**src/hdl/cspwm_pkg.sv**
```systemverilog
// Constants shared by the compare and standard pulse-width unit
package cspwm_pkg;
	// ---------------------------------------------------------------
	// Register map (byte addresses)
	// ---------------------------------------------------------------
	localparam int ADDR_W = 8;
	localparam int UNITS = 4;
	localparam logic [1:0] UNIT_SPACE = 2'h0;
	localparam logic [3:0] OFS_MODE = 4'h0;
	localparam logic [3:0] OFS_LOW = 4'h4;
	localparam logic [3:0] OFS_HIGH = 4'h8;
	localparam logic [7:0] OFS_PERIOD = 8'h40;
	localparam logic [7:0] OFS_TCTL = 8'h44;
	localparam logic [7:0] OFS_ALT0 = 8'h48;
	localparam logic [7:0] OFS_ALT1 = 8'h4C;
	localparam logic [7:0] OFS_FLAGS = 8'h50;
	localparam logic [7:0] OFS_TCOUNT = 8'h54;
	// ---------------------------------------------------------------
	// Field positions and reset values
	// ---------------------------------------------------------------
	localparam int DUTY_LSB = 4;
	localparam int TCTL_ON_BIT = 2;
	localparam logic [7:0] ENH_MASK = 8'hC0;
	localparam int ENH_UNITS = 2;
	localparam logic [7:0] RST_BYTE = 8'h00;
	localparam logic [7:0] RST_PERIOD = 8'hFF;
	// ---------------------------------------------------------------
	// Mode select codes
	// ---------------------------------------------------------------
	localparam logic [3:0] MODE_OFF = 4'h0;
	localparam logic [3:0] MODE_TOGGLE = 4'h2;
	localparam logic [3:0] MODE_SET = 4'h8;
	localparam logic [3:0] MODE_CLEAR = 4'h9;
	localparam logic [3:0] MODE_SWINT = 4'hA;
	localparam logic [3:0] MODE_TRIG = 4'hB;
	localparam logic [1:0] MODE_PWM_TOP = 2'h3;
	// ---------------------------------------------------------------
	// Prescaler limits and bus responses
	// ---------------------------------------------------------------
	localparam logic [3:0] PRE_LIM_1 = 4'h0;
	localparam logic [3:0] PRE_LIM_4 = 4'h3;
	localparam logic [3:0] PRE_LIM_16 = 4'hF;
	localparam logic [1:0] QUARTER_LAST = 2'h3;
	localparam logic [1:0] RESP_OKAY = 2'h0;
	localparam logic [1:0] RESP_SLVERR = 2'h2;
endpackage

```
**src/hdl/cspwm_top.sv**
```systemverilog
// Four compare and standard pulse-width units behind an AXI4-Lite slave
//
// The AXI4-Lite interface to the registers and the register offsets were left to the implementer.
`timescale 1ns/1ps
// Summary of operation
// - Matching and timing freeze while the system clock sleeps.
// - PWM mode drives a waveform on the output pin, up to 10 bits.
// - Period, duty and resolution come only from period, timer, value and mode registers.
// - Writing mode control to zero releases the output pin.
// - Mode control: mode select 3:0, duty low bits 5:4, enhanced config 7:6 units 0-1.
// - Unimplemented register bits read as zero.
// - The 16-bit value lives in a low byte and a high byte register.
// - High means on; 0% duty is always off, 100% always on.
// - A period is one on plus off cycle; resolution counts its steps.
// - Two alternate pin select registers relocate the unit pins.
// - Compare mode matches value to timebase, sets flag, acts on pin or trigger.
// - At period end: clear count, set pin unless duty zero, latch duty.
// - Duty is value low byte as upper eight bits, duty low bits below.
// - Pin clears when 10-bit time base equals the buffered duty.
module cspwm_top (
	input wire logic CLOCK,
	input wire logic RST_N,
	input wire logic [7:0] S_AXI_AWADDR,
	input wire logic [2:0] S_AXI_AWPROT,
	input wire logic S_AXI_AWVALID,
	output logic S_AXI_AWREADY,
	input wire logic [31:0] S_AXI_WDATA,
	input wire logic [3:0] S_AXI_WSTRB,
	input wire logic S_AXI_WVALID,
	output logic S_AXI_WREADY,
	output logic [1:0] S_AXI_BRESP,
	output logic S_AXI_BVALID,
	input wire logic S_AXI_BREADY,
	input wire logic [7:0] S_AXI_ARADDR,
	input wire logic [2:0] S_AXI_ARPROT,
	input wire logic S_AXI_ARVALID,
	output logic S_AXI_ARREADY,
	output logic [31:0] S_AXI_RDATA,
	output logic [1:0] S_AXI_RRESP,
	output logic S_AXI_RVALID,
	input wire logic S_AXI_RREADY,
	input wire logic [15:0] TIMEBASE,
	input wire logic SLEEP,
	output logic [3:0] PIN_OUT,
	output logic [3:0] PIN_DRIVE,
	output logic [3:0] TRIGGER,
	output logic [3:0] MATCH_FLAG,
	output logic [7:0] ALT_SEL0,
	output logic [7:0] ALT_SEL1
);
	// ---------------------------------------------------------------
	// State
	// ---------------------------------------------------------------
	logic [7:0] mode [0:3], low [0:3], high [0:3];
	logic [7:0] next_mode [0:3], next_low [0:3], next_high [0:3];
	logic [1:0] latch2 [0:3], next_latch2 [0:3];
	logic [3:0] eq_prev, pre, next_eq_prev, next_pre;
	logic [3:0] next_pin, next_drive, next_trig, next_flag;
	logic [7:0] period, tctl, count, next_period, next_tctl, next_count;
	logic [7:0] aw_addr, w_data, next_aw_addr, next_w_data, next_alt0, next_alt1;
	logic [1:0] q, next_q, next_bresp, next_rresp;
	logic aw_held, w_held, w_strb0, next_aw_held, next_w_held, next_w_strb0;
	logic next_awready, next_wready, next_bvalid, next_arready, next_rvalid;
	logic [31:0] next_rdata;
	// ---------------------------------------------------------------
	// Period timer and shared terms
	// ---------------------------------------------------------------
	logic running, pre_tick, period_end, wr_fire, wr_en, rd_fire;
	logic [3:0] pre_lim;
	logic [9:0] tb, tb_next;
	logic [3:0] cmp_event, pwm_on;

	assign running = tctl[cspwm_pkg::TCTL_ON_BIT] & ~SLEEP;
	assign tb = {count, q};
	assign tb_next = tb + 10'h001; // Lets the pin drop as the time base reaches the duty
	assign wr_fire = aw_held & w_held & ~S_AXI_BVALID;
	assign wr_en = wr_fire & w_strb0;
	assign rd_fire = S_AXI_ARVALID & S_AXI_ARREADY;
	assign pre_lim = tctl[1] ? cspwm_pkg::PRE_LIM_16
		: (tctl[0] ? cspwm_pkg::PRE_LIM_4 : cspwm_pkg::PRE_LIM_1);
	assign pre_tick = running && (pre == pre_lim);
	assign period_end = pre_tick && (q == cspwm_pkg::QUARTER_LAST) && (count == period);

	always_comb begin
		for (int i = 0; i < cspwm_pkg::UNITS; i++) begin
			pwm_on[i] = mode[i][3:2] == cspwm_pkg::MODE_PWM_TOP;
			cmp_event[i] = (TIMEBASE == {high[i], low[i]}) && !eq_prev[i] && !SLEEP
				&& (mode[i][3] || mode[i][3:0] == cspwm_pkg::MODE_TOGGLE) && !pwm_on[i];
		end
	end

	// ---------------------------------------------------------------
	// Next-state logic: timer, units, registers and bus
	// ---------------------------------------------------------------
	always_comb begin
		next_period = period;
		next_tctl = tctl;
		next_alt0 = ALT_SEL0;
		next_alt1 = ALT_SEL1;
		next_pre = pre;
		next_q = q;
		next_count = count;
		if (pre_tick) begin
			next_pre = 4'h0;
			next_q = q + 2'h1;
			if (period_end) begin
				next_count = 8'h00;
			end else if (q == cspwm_pkg::QUARTER_LAST) begin
				next_count = count + 8'h01;
			end
		end else if (running) begin
			next_pre = pre + 4'h1;
		end
		next_flag = (MATCH_FLAG | cmp_event);
		if (wr_en && aw_addr == cspwm_pkg::OFS_FLAGS) begin
			next_flag = (MATCH_FLAG & ~w_data[3:0]) | cmp_event;
		end
		if (wr_en && aw_addr == cspwm_pkg::OFS_PERIOD) begin
			next_period = w_data;
		end else if (wr_en && aw_addr == cspwm_pkg::OFS_TCTL) begin
			next_tctl = w_data & 8'h07;
		end else if (wr_en && aw_addr == cspwm_pkg::OFS_ALT0) begin
			next_alt0 = w_data;
		end else if (wr_en && aw_addr == cspwm_pkg::OFS_ALT1) begin
			next_alt1 = w_data;
		end
		for (int i = 0; i < cspwm_pkg::UNITS; i++) begin
			next_mode[i] = mode[i];
			next_low[i] = low[i];
			next_high[i] = high[i];
			next_latch2[i] = latch2[i];
			next_pin[i] = PIN_OUT[i];
			next_trig[i] = 1'b0;
			next_eq_prev[i] = SLEEP ? eq_prev[i] : (TIMEBASE == {high[i], low[i]});
			if (wr_en && aw_addr[7:6] == cspwm_pkg::UNIT_SPACE && aw_addr[5:4] == i[1:0]) begin
				if (aw_addr[3:0] == cspwm_pkg::OFS_MODE) begin
					next_mode[i] = (i < cspwm_pkg::ENH_UNITS) ? w_data
						: (w_data & ~cspwm_pkg::ENH_MASK);
				end else if (aw_addr[3:0] == cspwm_pkg::OFS_LOW) begin
					next_low[i] = w_data;
				end else if (aw_addr[3:0] == cspwm_pkg::OFS_HIGH && !pwm_on[i]) begin
					next_high[i] = w_data;
				end
			end
			if (pwm_on[i]) begin
				if (period_end) begin
					next_high[i] = low[i];
					next_latch2[i] = mode[i][cspwm_pkg::DUTY_LSB +: 2];
					next_pin[i] = {low[i], mode[i][cspwm_pkg::DUTY_LSB +: 2]} != 10'h000;
				end else if (pre_tick && tb_next == {high[i], latch2[i]}) begin
					next_pin[i] = 1'b0;
				end
			end else if (cmp_event[i]) begin
				case (mode[i][3:0])
					cspwm_pkg::MODE_TOGGLE: next_pin[i] = ~PIN_OUT[i];
					cspwm_pkg::MODE_SET: next_pin[i] = 1'b1;
					cspwm_pkg::MODE_CLEAR: next_pin[i] = 1'b0;
					cspwm_pkg::MODE_TRIG: next_trig[i] = 1'b1;
					default: next_pin[i] = PIN_OUT[i];
				endcase
			end
			if (next_mode[i][3:0] == cspwm_pkg::MODE_OFF) begin
				next_pin[i] = 1'b0;
			end
			next_drive[i] = next_mode[i][3:2] == cspwm_pkg::MODE_PWM_TOP
				|| next_mode[i][3:0] == cspwm_pkg::MODE_TOGGLE
				|| next_mode[i][3:0] == cspwm_pkg::MODE_SET
				|| next_mode[i][3:0] == cspwm_pkg::MODE_CLEAR;
		end
	end

	always_comb begin
		next_aw_held = aw_held;
		next_aw_addr = aw_addr;
		next_w_held = w_held;
		next_w_data = w_data;
		next_w_strb0 = w_strb0;
		next_bvalid = S_AXI_BVALID;
		next_bresp = S_AXI_BRESP;
		if (S_AXI_AWVALID && S_AXI_AWREADY) begin
			next_aw_held = 1'b1;
			next_aw_addr = S_AXI_AWADDR;
		end
		if (S_AXI_WVALID && S_AXI_WREADY) begin
			next_w_held = 1'b1;
			next_w_data = S_AXI_WDATA[7:0];
			next_w_strb0 = S_AXI_WSTRB[0];
		end
		if (wr_fire) begin
			next_aw_held = 1'b0;
			next_w_held = 1'b0;
			next_bvalid = 1'b1;
			next_bresp = (aw_addr[1:0] == 2'h0 && ((aw_addr[7:6] == cspwm_pkg::UNIT_SPACE
				&& aw_addr[3:2] != 2'h3) || (aw_addr >= cspwm_pkg::OFS_PERIOD
				&& aw_addr <= cspwm_pkg::OFS_TCOUNT))) ? cspwm_pkg::RESP_OKAY
				: cspwm_pkg::RESP_SLVERR;
		end else if (S_AXI_BVALID && S_AXI_BREADY) begin
			next_bvalid = 1'b0;
		end
		next_awready = !next_aw_held && !next_bvalid;
		next_wready = !next_w_held && !next_bvalid;
		next_rvalid = S_AXI_RVALID;
		next_rdata = S_AXI_RDATA;
		next_rresp = S_AXI_RRESP;
		if (rd_fire) begin
			next_rvalid = 1'b1;
			next_rdata = 32'h0000_0000;
			next_rresp = cspwm_pkg::RESP_OKAY;
			if (S_AXI_ARADDR[1:0] != 2'h0) begin
				next_rresp = cspwm_pkg::RESP_SLVERR;
			end else if (S_AXI_ARADDR[7:6] == cspwm_pkg::UNIT_SPACE
				&& S_AXI_ARADDR[3:0] == cspwm_pkg::OFS_MODE) begin
				next_rdata[7:0] = mode[S_AXI_ARADDR[5:4]];
			end else if (S_AXI_ARADDR[7:6] == cspwm_pkg::UNIT_SPACE
				&& S_AXI_ARADDR[3:0] == cspwm_pkg::OFS_LOW) begin
				next_rdata[7:0] = low[S_AXI_ARADDR[5:4]];
			end else if (S_AXI_ARADDR[7:6] == cspwm_pkg::UNIT_SPACE
				&& S_AXI_ARADDR[3:0] == cspwm_pkg::OFS_HIGH) begin
				next_rdata[7:0] = high[S_AXI_ARADDR[5:4]];
			end else if (S_AXI_ARADDR == cspwm_pkg::OFS_PERIOD) begin
				next_rdata[7:0] = period;
			end else if (S_AXI_ARADDR == cspwm_pkg::OFS_TCTL) begin
				next_rdata[7:0] = tctl;
			end else if (S_AXI_ARADDR == cspwm_pkg::OFS_ALT0) begin
				next_rdata[7:0] = ALT_SEL0;
			end else if (S_AXI_ARADDR == cspwm_pkg::OFS_ALT1) begin
				next_rdata[7:0] = ALT_SEL1;
			end else if (S_AXI_ARADDR == cspwm_pkg::OFS_FLAGS) begin
				next_rdata[3:0] = MATCH_FLAG;
			end else if (S_AXI_ARADDR == cspwm_pkg::OFS_TCOUNT) begin
				next_rdata[9:0] = tb;
			end else begin
				next_rresp = cspwm_pkg::RESP_SLVERR;
			end
		end else if (S_AXI_RVALID && S_AXI_RREADY) begin
			next_rvalid = 1'b0;
		end
		next_arready = !next_rvalid;
	end

	// ---------------------------------------------------------------
	// Registers
	// ---------------------------------------------------------------
	always_ff @(posedge CLOCK or negedge RST_N) begin
		if (!RST_N) begin
			for (int i = 0; i < cspwm_pkg::UNITS; i++) begin
				mode[i] <= cspwm_pkg::RST_BYTE;
				low[i] <= cspwm_pkg::RST_BYTE;
				high[i] <= cspwm_pkg::RST_BYTE;
				latch2[i] <= 2'h0;
			end
			eq_prev <= 4'h0;
			period <= cspwm_pkg::RST_PERIOD;
			tctl <= cspwm_pkg::RST_BYTE;
			count <= 8'h00;
			pre <= 4'h0;
			q <= 2'h0;
			aw_held <= 1'b0;
			w_held <= 1'b0;
			w_strb0 <= 1'b0;
			aw_addr <= 8'h00;
			w_data <= 8'h00;
			PIN_OUT <= 4'h0;
			PIN_DRIVE <= 4'h0;
			TRIGGER <= 4'h0;
			MATCH_FLAG <= 4'h0;
			ALT_SEL0 <= cspwm_pkg::RST_BYTE;
			ALT_SEL1 <= cspwm_pkg::RST_BYTE;
			S_AXI_AWREADY <= 1'b0;
			S_AXI_WREADY <= 1'b0;
			S_AXI_BVALID <= 1'b0;
			S_AXI_BRESP <= 2'h0;
			S_AXI_ARREADY <= 1'b0;
			S_AXI_RVALID <= 1'b0;
			S_AXI_RDATA <= 32'h0000_0000;
			S_AXI_RRESP <= 2'h0;
		end else begin
			mode <= next_mode;
			low <= next_low;
			high <= next_high;
			latch2 <= next_latch2;
			eq_prev <= next_eq_prev;
			period <= next_period;
			tctl <= next_tctl;
			count <= next_count;
			pre <= next_pre;
			q <= next_q;
			aw_held <= next_aw_held;
			w_held <= next_w_held;
			w_strb0 <= next_w_strb0;
			aw_addr <= next_aw_addr;
			w_data <= next_w_data;
			PIN_OUT <= next_pin;
			PIN_DRIVE <= next_drive;
			TRIGGER <= next_trig;
			MATCH_FLAG <= next_flag;
			ALT_SEL0 <= next_alt0;
			ALT_SEL1 <= next_alt1;
			S_AXI_AWREADY <= next_awready;
			S_AXI_WREADY <= next_wready;
			S_AXI_BVALID <= next_bvalid;
			S_AXI_BRESP <= next_bresp;
			S_AXI_ARREADY <= next_arready;
			S_AXI_RVALID <= next_rvalid;
			S_AXI_RDATA <= next_rdata;
			S_AXI_RRESP <= next_rresp;
		end
	end
endmodule

```
**config.mk**
```make
export PLATFORM = sky130hd
export DESIGN_NAME = cspwm_top
export DESIGN_NICKNAME = d
export VERILOG_FILES = /design/src/hdl/cspwm_pkg.sv /design/src/hdl/cspwm_top.sv
export SDC_FILE = /design/constraint.sdc
export NUM_CORES = 1
export LEC_CHECK = 0
export BUFFER_PORTS_ARGS = -buffer_cell sky130_fd_sc_hd__buf_2
export CAP_MARGIN = 30
export CORE_ASPECT_RATIO = 1.5
export CORE_MARGIN = 5
export CORE_UTILIZATION = 60
export DETAILED_ROUTE_END_ITERATION = 6
export PLACE_DENSITY = 0.89
export SYNTH_ARGS = -nofsm -noshare
export SYNTH_HDL_FRONTEND = slang
export SYNTH_SLANG_ARGS = --single-unit
```
**constraint.sdc**
```tcl
create_clock -name CLOCK -period 3.9 [get_ports CLOCK]
set_clock_uncertainty 0.05 [all_clocks]
set_input_delay 0.195 -clock CLOCK [delete_from_list [all_inputs] [get_ports CLOCK]]
set_output_delay 0.195 -clock CLOCK [all_outputs]
set_load 0.1 [all_outputs]
```
== Word level (Yosys, flattened, before mapping) ==
Index checks and enable logic that the tools add are counted.

* Flip-flop bits (word level): 199

* Add/subtract/negate cells: 4
* Magnitude comparators: 3
* Eq/ne operators: 70
* Mux-type cells: 121
* Bitwise logic cells: 20
* Reduce and logical (&&, ||, !) cells: 124

{| class="wikitable"
|+ Operators by type and width
! operator !! number
|-
| $mux 8 || 39
|-
| $eq 4x4->1 const B || 22
|-
| $eq 8x7->1 const B || 11
|-
| $eq 16x16->1 || 4
|-
| $mux 4 || 13
|-
| $logic_and 1x1->1 || 49
|-
| $bmux 8 s2 || 3
|-
| $eq 10x10->1 || 4
|-
| $mux 1 || 40
|-
| $reduce_bool 10->1 || 4
|-
| $mux 2 || 19
|-
| $eq 4x2->1 const B || 8
|-
| $reduce_and 3->1 || 9
|-
| $logic_not 4->1 || 6
|-
| $eq 2x2->1 const B || 11
|-
| $mux 10 || 2
|-
| $reduce_and 2->1 || 10
|-
| $reduce_bool 5->1 || 4
|-
| $logic_or 1x1->1 || 17
|-
| $ne 4x2->1 const B || 4
|-
| $logic_not 1->1 || 13
|-
| $pmux 1 s3 || 4
|-
| $reduce_bool 3->1 || 4
|-
| $add 10x1->10 const B || 1
|-
| other kinds (21) || 41
|}

== Longest topological paths before layout ==
* Depth after elaboration: 11
* Depth in mapped cells: 9
* Mapped depth without buffers: 8

== Least setup slack after synthesis ==
Ideal clock, no wire load.

* Path type: reg2reg
* From: register S_AXI_BVALID
* To: register PIN_DRIVE[3]
* Arrival time: 2512 ps
* Setup slack: 1213 ps
* Stages on the path, launching flop included: 9
* Clock period less this slack: 2687 ps
* Path through: dfrtp_1 > nand3b_4 > or3_4 > nor2_4 > nand2_1 > buf_2 > mux2_4 > nor2b_1 > mux2_4

{| class="wikitable"
|+ RTL lines
! item !! RTL line !! text
|-
| start: declaration || cspwm_top.sv:32 || <nowiki>output logic S_AXI_BVALID,</nowiki>
|-
| start signal: assignment || cspwm_top.sv:301 || <nowiki>S_AXI_BVALID <= next_bvalid;</nowiki>
|-
| end signal: assignment || cspwm_top.sv:294 || <nowiki>PIN_DRIVE <= next_drive;</nowiki>
|-
| end: declaration || cspwm_top.sv:45 || <nowiki>output logic [3:0] PIN_DRIVE,</nowiki>
|}

== Final worst setup path ==
* From: register count[0]
* To: register PIN_OUT[2]

* Longest elaborated chain between the ends: 5
* Elaborated cells between the ends (all ways): 10
* Those cells by class: add/sub (1); eq/ne (3); mux (3); reduce/logical (3)

{| class="wikitable"
|+ RTL lines
! item !! RTL line !! text
|-
| start: declaration || cspwm_top.sv:59 || <nowiki>logic [7:0] period, tctl, count, next_period, next_tctl, next_count;</nowiki>
|-
| start signal: assignment || cspwm_top.sv:285 || <nowiki>count <= next_count;</nowiki>
|-
| $add 10x1->10 or $eq 8x8->1 (tied branches) || cspwm_top.sv:75, cspwm_top.sv:82 ||
|-
| $eq 10x10->1 or $logic_and 1x1->1 (tied branches) || cspwm_top.sv:150, cspwm_top.sv:82 ||
|-
| $logic_and 1x1->1 or $mux 1 (tied branches) || cspwm_top.sv:150, cspwm_top.sv:146 ||
|-
| $ne 4x2->1 (no source line) or $mux 1 (tied branches) || -- ||
|-
| $reduce_and 3->1 (no source line) or $mux 1 (tied branches) || -- ||
|-
| end signal: assignment || cspwm_top.sv:293 || <nowiki>PIN_OUT <= next_pin;</nowiki>
|-
| end: declaration || cspwm_top.sv:44 || <nowiki>output logic [3:0] PIN_OUT,</nowiki>
|}

Parallel ways exist; a longest one is shown, timed or not.
A chain may end at the register's enable or synchronous reset.

==> out/summary.txt <==
Hold Vio Cnt, Final: 0
Multi-input gate area: 6290 sq um
Synthesis-to-finish area growth: 11.6%
DPL Wire Length: 27.5 mm
Power density over the cells: 497 nW/um^2
Clk buf depth: 2
Clk pin slew, worst setup/hold paths: 0.08 ns
CP max FO: 9
Syn_area_per_cell: 10.6 sq um
GRT Overall Usage: 34.3%
Top delay family on crit path: simple AND/OR/NAND/NOR gates
Drt total wl: 37.3 mm
Yosys warning count: 0
Routability Congestion: 0.997
Sw frac: 41.2%
Vias/cell: 6.57
Die area: 22400 sq um
Main synth FF type: dfrtp_1
Post-synth cell types: 87
Crit-path max cell delay: 0.65 ns
Setup Viol. Count Final: 0
CTS Root Buffer Type: clkbuf_16
Clock Sinks: 197
Synth Register Bits: 197
Flop pwr share: 46.3%
Crit path arrival time: 3.65 ns
Initial antenna violation count: 0
Fin nets: 1278
Initial Util: 60.9%
GR Overflow Total: 0
Starting DRT DRC Count: 1274
DP Area: 12300 sq um
# DRC: 1
CP Depth: 8
Die height: 181 um
Total CTS buffers: 17
Place WS: 0.753 ns
Clock power share: 26.8%
Cell-internal power: 3.81 mW
IO Pins: 155
Startpoint Class: flop
Syn Std Cell Area: 11700 sq um
Largest net degree at the start of global routing: 105
RSZ-0062 raised after global routing: false
Max Slew Vio Count: 0
Number of global-route vias before repair: 9754
Layout cells sized above 1: 25.3%
Max frequency: 0.300 GHz
Required time of the critical path: 4.21 ns
Critical path's slowest cell: dfrtp_1
Post-synth EDFFs: 0
Post-synthesis sequential area ratio: 42.3%
Failing checks: DRC
Async SR Flop Fraction: 100%
Port Buffers: 97
WHS Path Cells: 3
Worst setup margin: 0.562 ns
Ranking of synthesized cells by area: dfrtp_1 (41%), mux2_2 (9.5%), xor2_1 (5.2%), mux4_2 (4.2%), mux2i_1 (3.8%)
Vias: 9605
CORE AREA: 19200 sq um
Skew-Pair Late Insertion Delay: 0.46 ns
Crit path buffers/inverters: 0
Mapped Cells: 1100
Hold Crit Class: in2reg
Nature of the critical path endpoint: flop
Overall power: 6.48 mW
Setup TNS: 0 ns
Die W: 124 um
FILL cells: 1495
Max-cap viol count: 0
Peak supply drop: 0.494 mV
Status: finished, violations left
Sequential cell area: 4940 sq um
Slew @ Worst Pin: 1.14 ns
Drt first pass iters: 7
CTS H-Tree Depth: 4
Worst Reg-to-Reg Cells: 8
Leakage: 5.95 nW
Slew Limit Headroom: 24.0%
Crit Path Class: reg2reg
Cell Chain, Critical Path: ha_1 -> nand3_1 -> nor2_1 -> xnor3_1 -> and3_1 -> a311oi_1 -> mux2_1 -> a211oi_2
Final Critical Period: 3.34 ns
Yosys top cell by area: dfrtp_1
# rows: 62
Tcrit/Tclk final: 85.6%
Net switching power: 2.67 mW
CTS tree: yes
Final Instance Area: 13000 sq um
Global-route wire length before repair: 57.3 mm
Detail Route Antenna Nets: 0
Routed length per instance: 25.5 um
Comb power frac: 26.9%
Post-CTS Resized: 0
Post-synth top area share: 40.5%
-- final timing paths --
kind / startpoint / to / slack (ns)
max in group asynchronous: RST_N / period[4] / 2.49
min in group asynchronous: RST_N / w_data[7] / 0.33
min: S_AXI_ARADDR[7] / S_AXI_RRESP[1] / 0.04
max: count[0] / PIN_OUT[2] / 0.56
max reg2reg: count[0] / PIN_OUT[2] / 0.56
min reg2reg: S_AXI_RDATA[8] / S_AXI_RDATA[8] / 0.42
-- worst reg2reg max path, stage by stage (launching register included) --
cell and delay [ns]:
dfrtp_1 0.65, ha_1 0.33, nand3_1 0.20, nor2_1 0.40, xnor3_1 0.28, and3_1 0.17, a311oi_1 0.54, mux2_1 0.43
a211oi_2 0.21
-- synthesized netlist by cell type, drive strengths merged (23+ instances only) --
library cell,number
a21oi,38
buf,50
clkbuf,32
dfrtp,189
inv,23
mux2,101
mux2i,44
nand2,95
nor2,62
nor3,30
nor4,32
o21ai,77
xnor2,37
xor2,71
-- placed cells by master, fill, tap and decap left out, types with 20 or more instances in the layout --
master         count
nor2_1            57
xor2_1            69
conb_1            24
buf_2             96
o21ai_0           74
xnor2_1           37
inv_1             23
mux4_2            22
mux2_2            98
a21oi_1           38
nor3_1            23
mux2i_1           44
dlygate4sd3_1     20
dfrtp_1          189
nor4_1            29
nand2_1           94
-- per-stage QoR --
stage	utilization (%)	hold slack [ns]	cells
2_1_floorplan	-	-0.151	1123
3_3_place_gp	64.0	0.292	1409
3_5_place_dp	64.0	0.301	1409
4_1_cts	68.0	0.0371	1461
5_1_grt	68.0	0.0848	1461
6_report	68.0	0.0431	1462
-- state kept, by name, summed over array words and instances (netlist names), 3 cells and up --
register / cells
ALT_SEL0: 8
count: 8
low: 32
PIN_OUT: 4
latch2: 8
eq_prev: 4
high: 32
TRIGGER: 4
period: 8
PIN_DRIVE: 4
w_data: 8
mode: 28
aw_addr: 8
pre: 4
ALT_SEL1: 8
S_AXI_RDATA: 10
MATCH_FLAG: 4
tctl: 3
-- layer usage --
metal | track usage [%] | routed length (um) | vias to the layer above
li1 | - | - | 4120
met1 | 40.9 | 13100 | 4759
met2 | 56.7 | 18700 | 566
met3 | 6.63 | 2820 | 160
met4 | 20.5 | 2670 | 0
met5 | 0 | 0 | -
-- power groups by stage --
stage          combinational (mW)  sequential (mW)  clock [mW]
3_5_place_dp                 1.71             2.99           0
6_report                     1.74             3.00        1.74
5_1_grt                      1.86             3.01        1.81
4_1_cts                      1.73             2.96        1.74
3_3_place_gp                 1.67             2.98           0
2_1_floorplan                1.12             2.95           0
-- logic make-up (layout without fill, tap and decap cells) --
| logic type | after synthesis | count (layout) | synth area share [%] |
|---|---|---|---|
| compound gates | 193 | 193 | 10.7 |
| xor+xnor | 116 | 116 | 9.79 |
| fa+ha+maj | 4 | 4 | 0.429 |
| buf+inv | 106 | 188 | 4.57 |
| flops | 197 | 197 | 42.3 |
| mux | 167 | 167 | 17.8 |
| other cells | 1 | 25 | 0.0321 |
| simple gates | 316 | 316 | 14.4 |
-- cell type report --
type                            count  share of cell area, %
Tap cell                          256                   2.46
Clock buffer                       19                   3.32
Sequential cell                   197                   37.9
Inverter                           24                  0.692
Multi-Input combinational cell    820                   48.3
Timing Repair Buffer              132                   6.29
Antenna cell                        1                 0.0192
Clock inverter                     13                  0.961
-- repair_timing --
item                                   CTS  global route
setup buffers                            0             0
hold buffers                            20             0
endpoints found under the hold margin  119             0
Note: power is estimated with default switching activity, not from simulation.
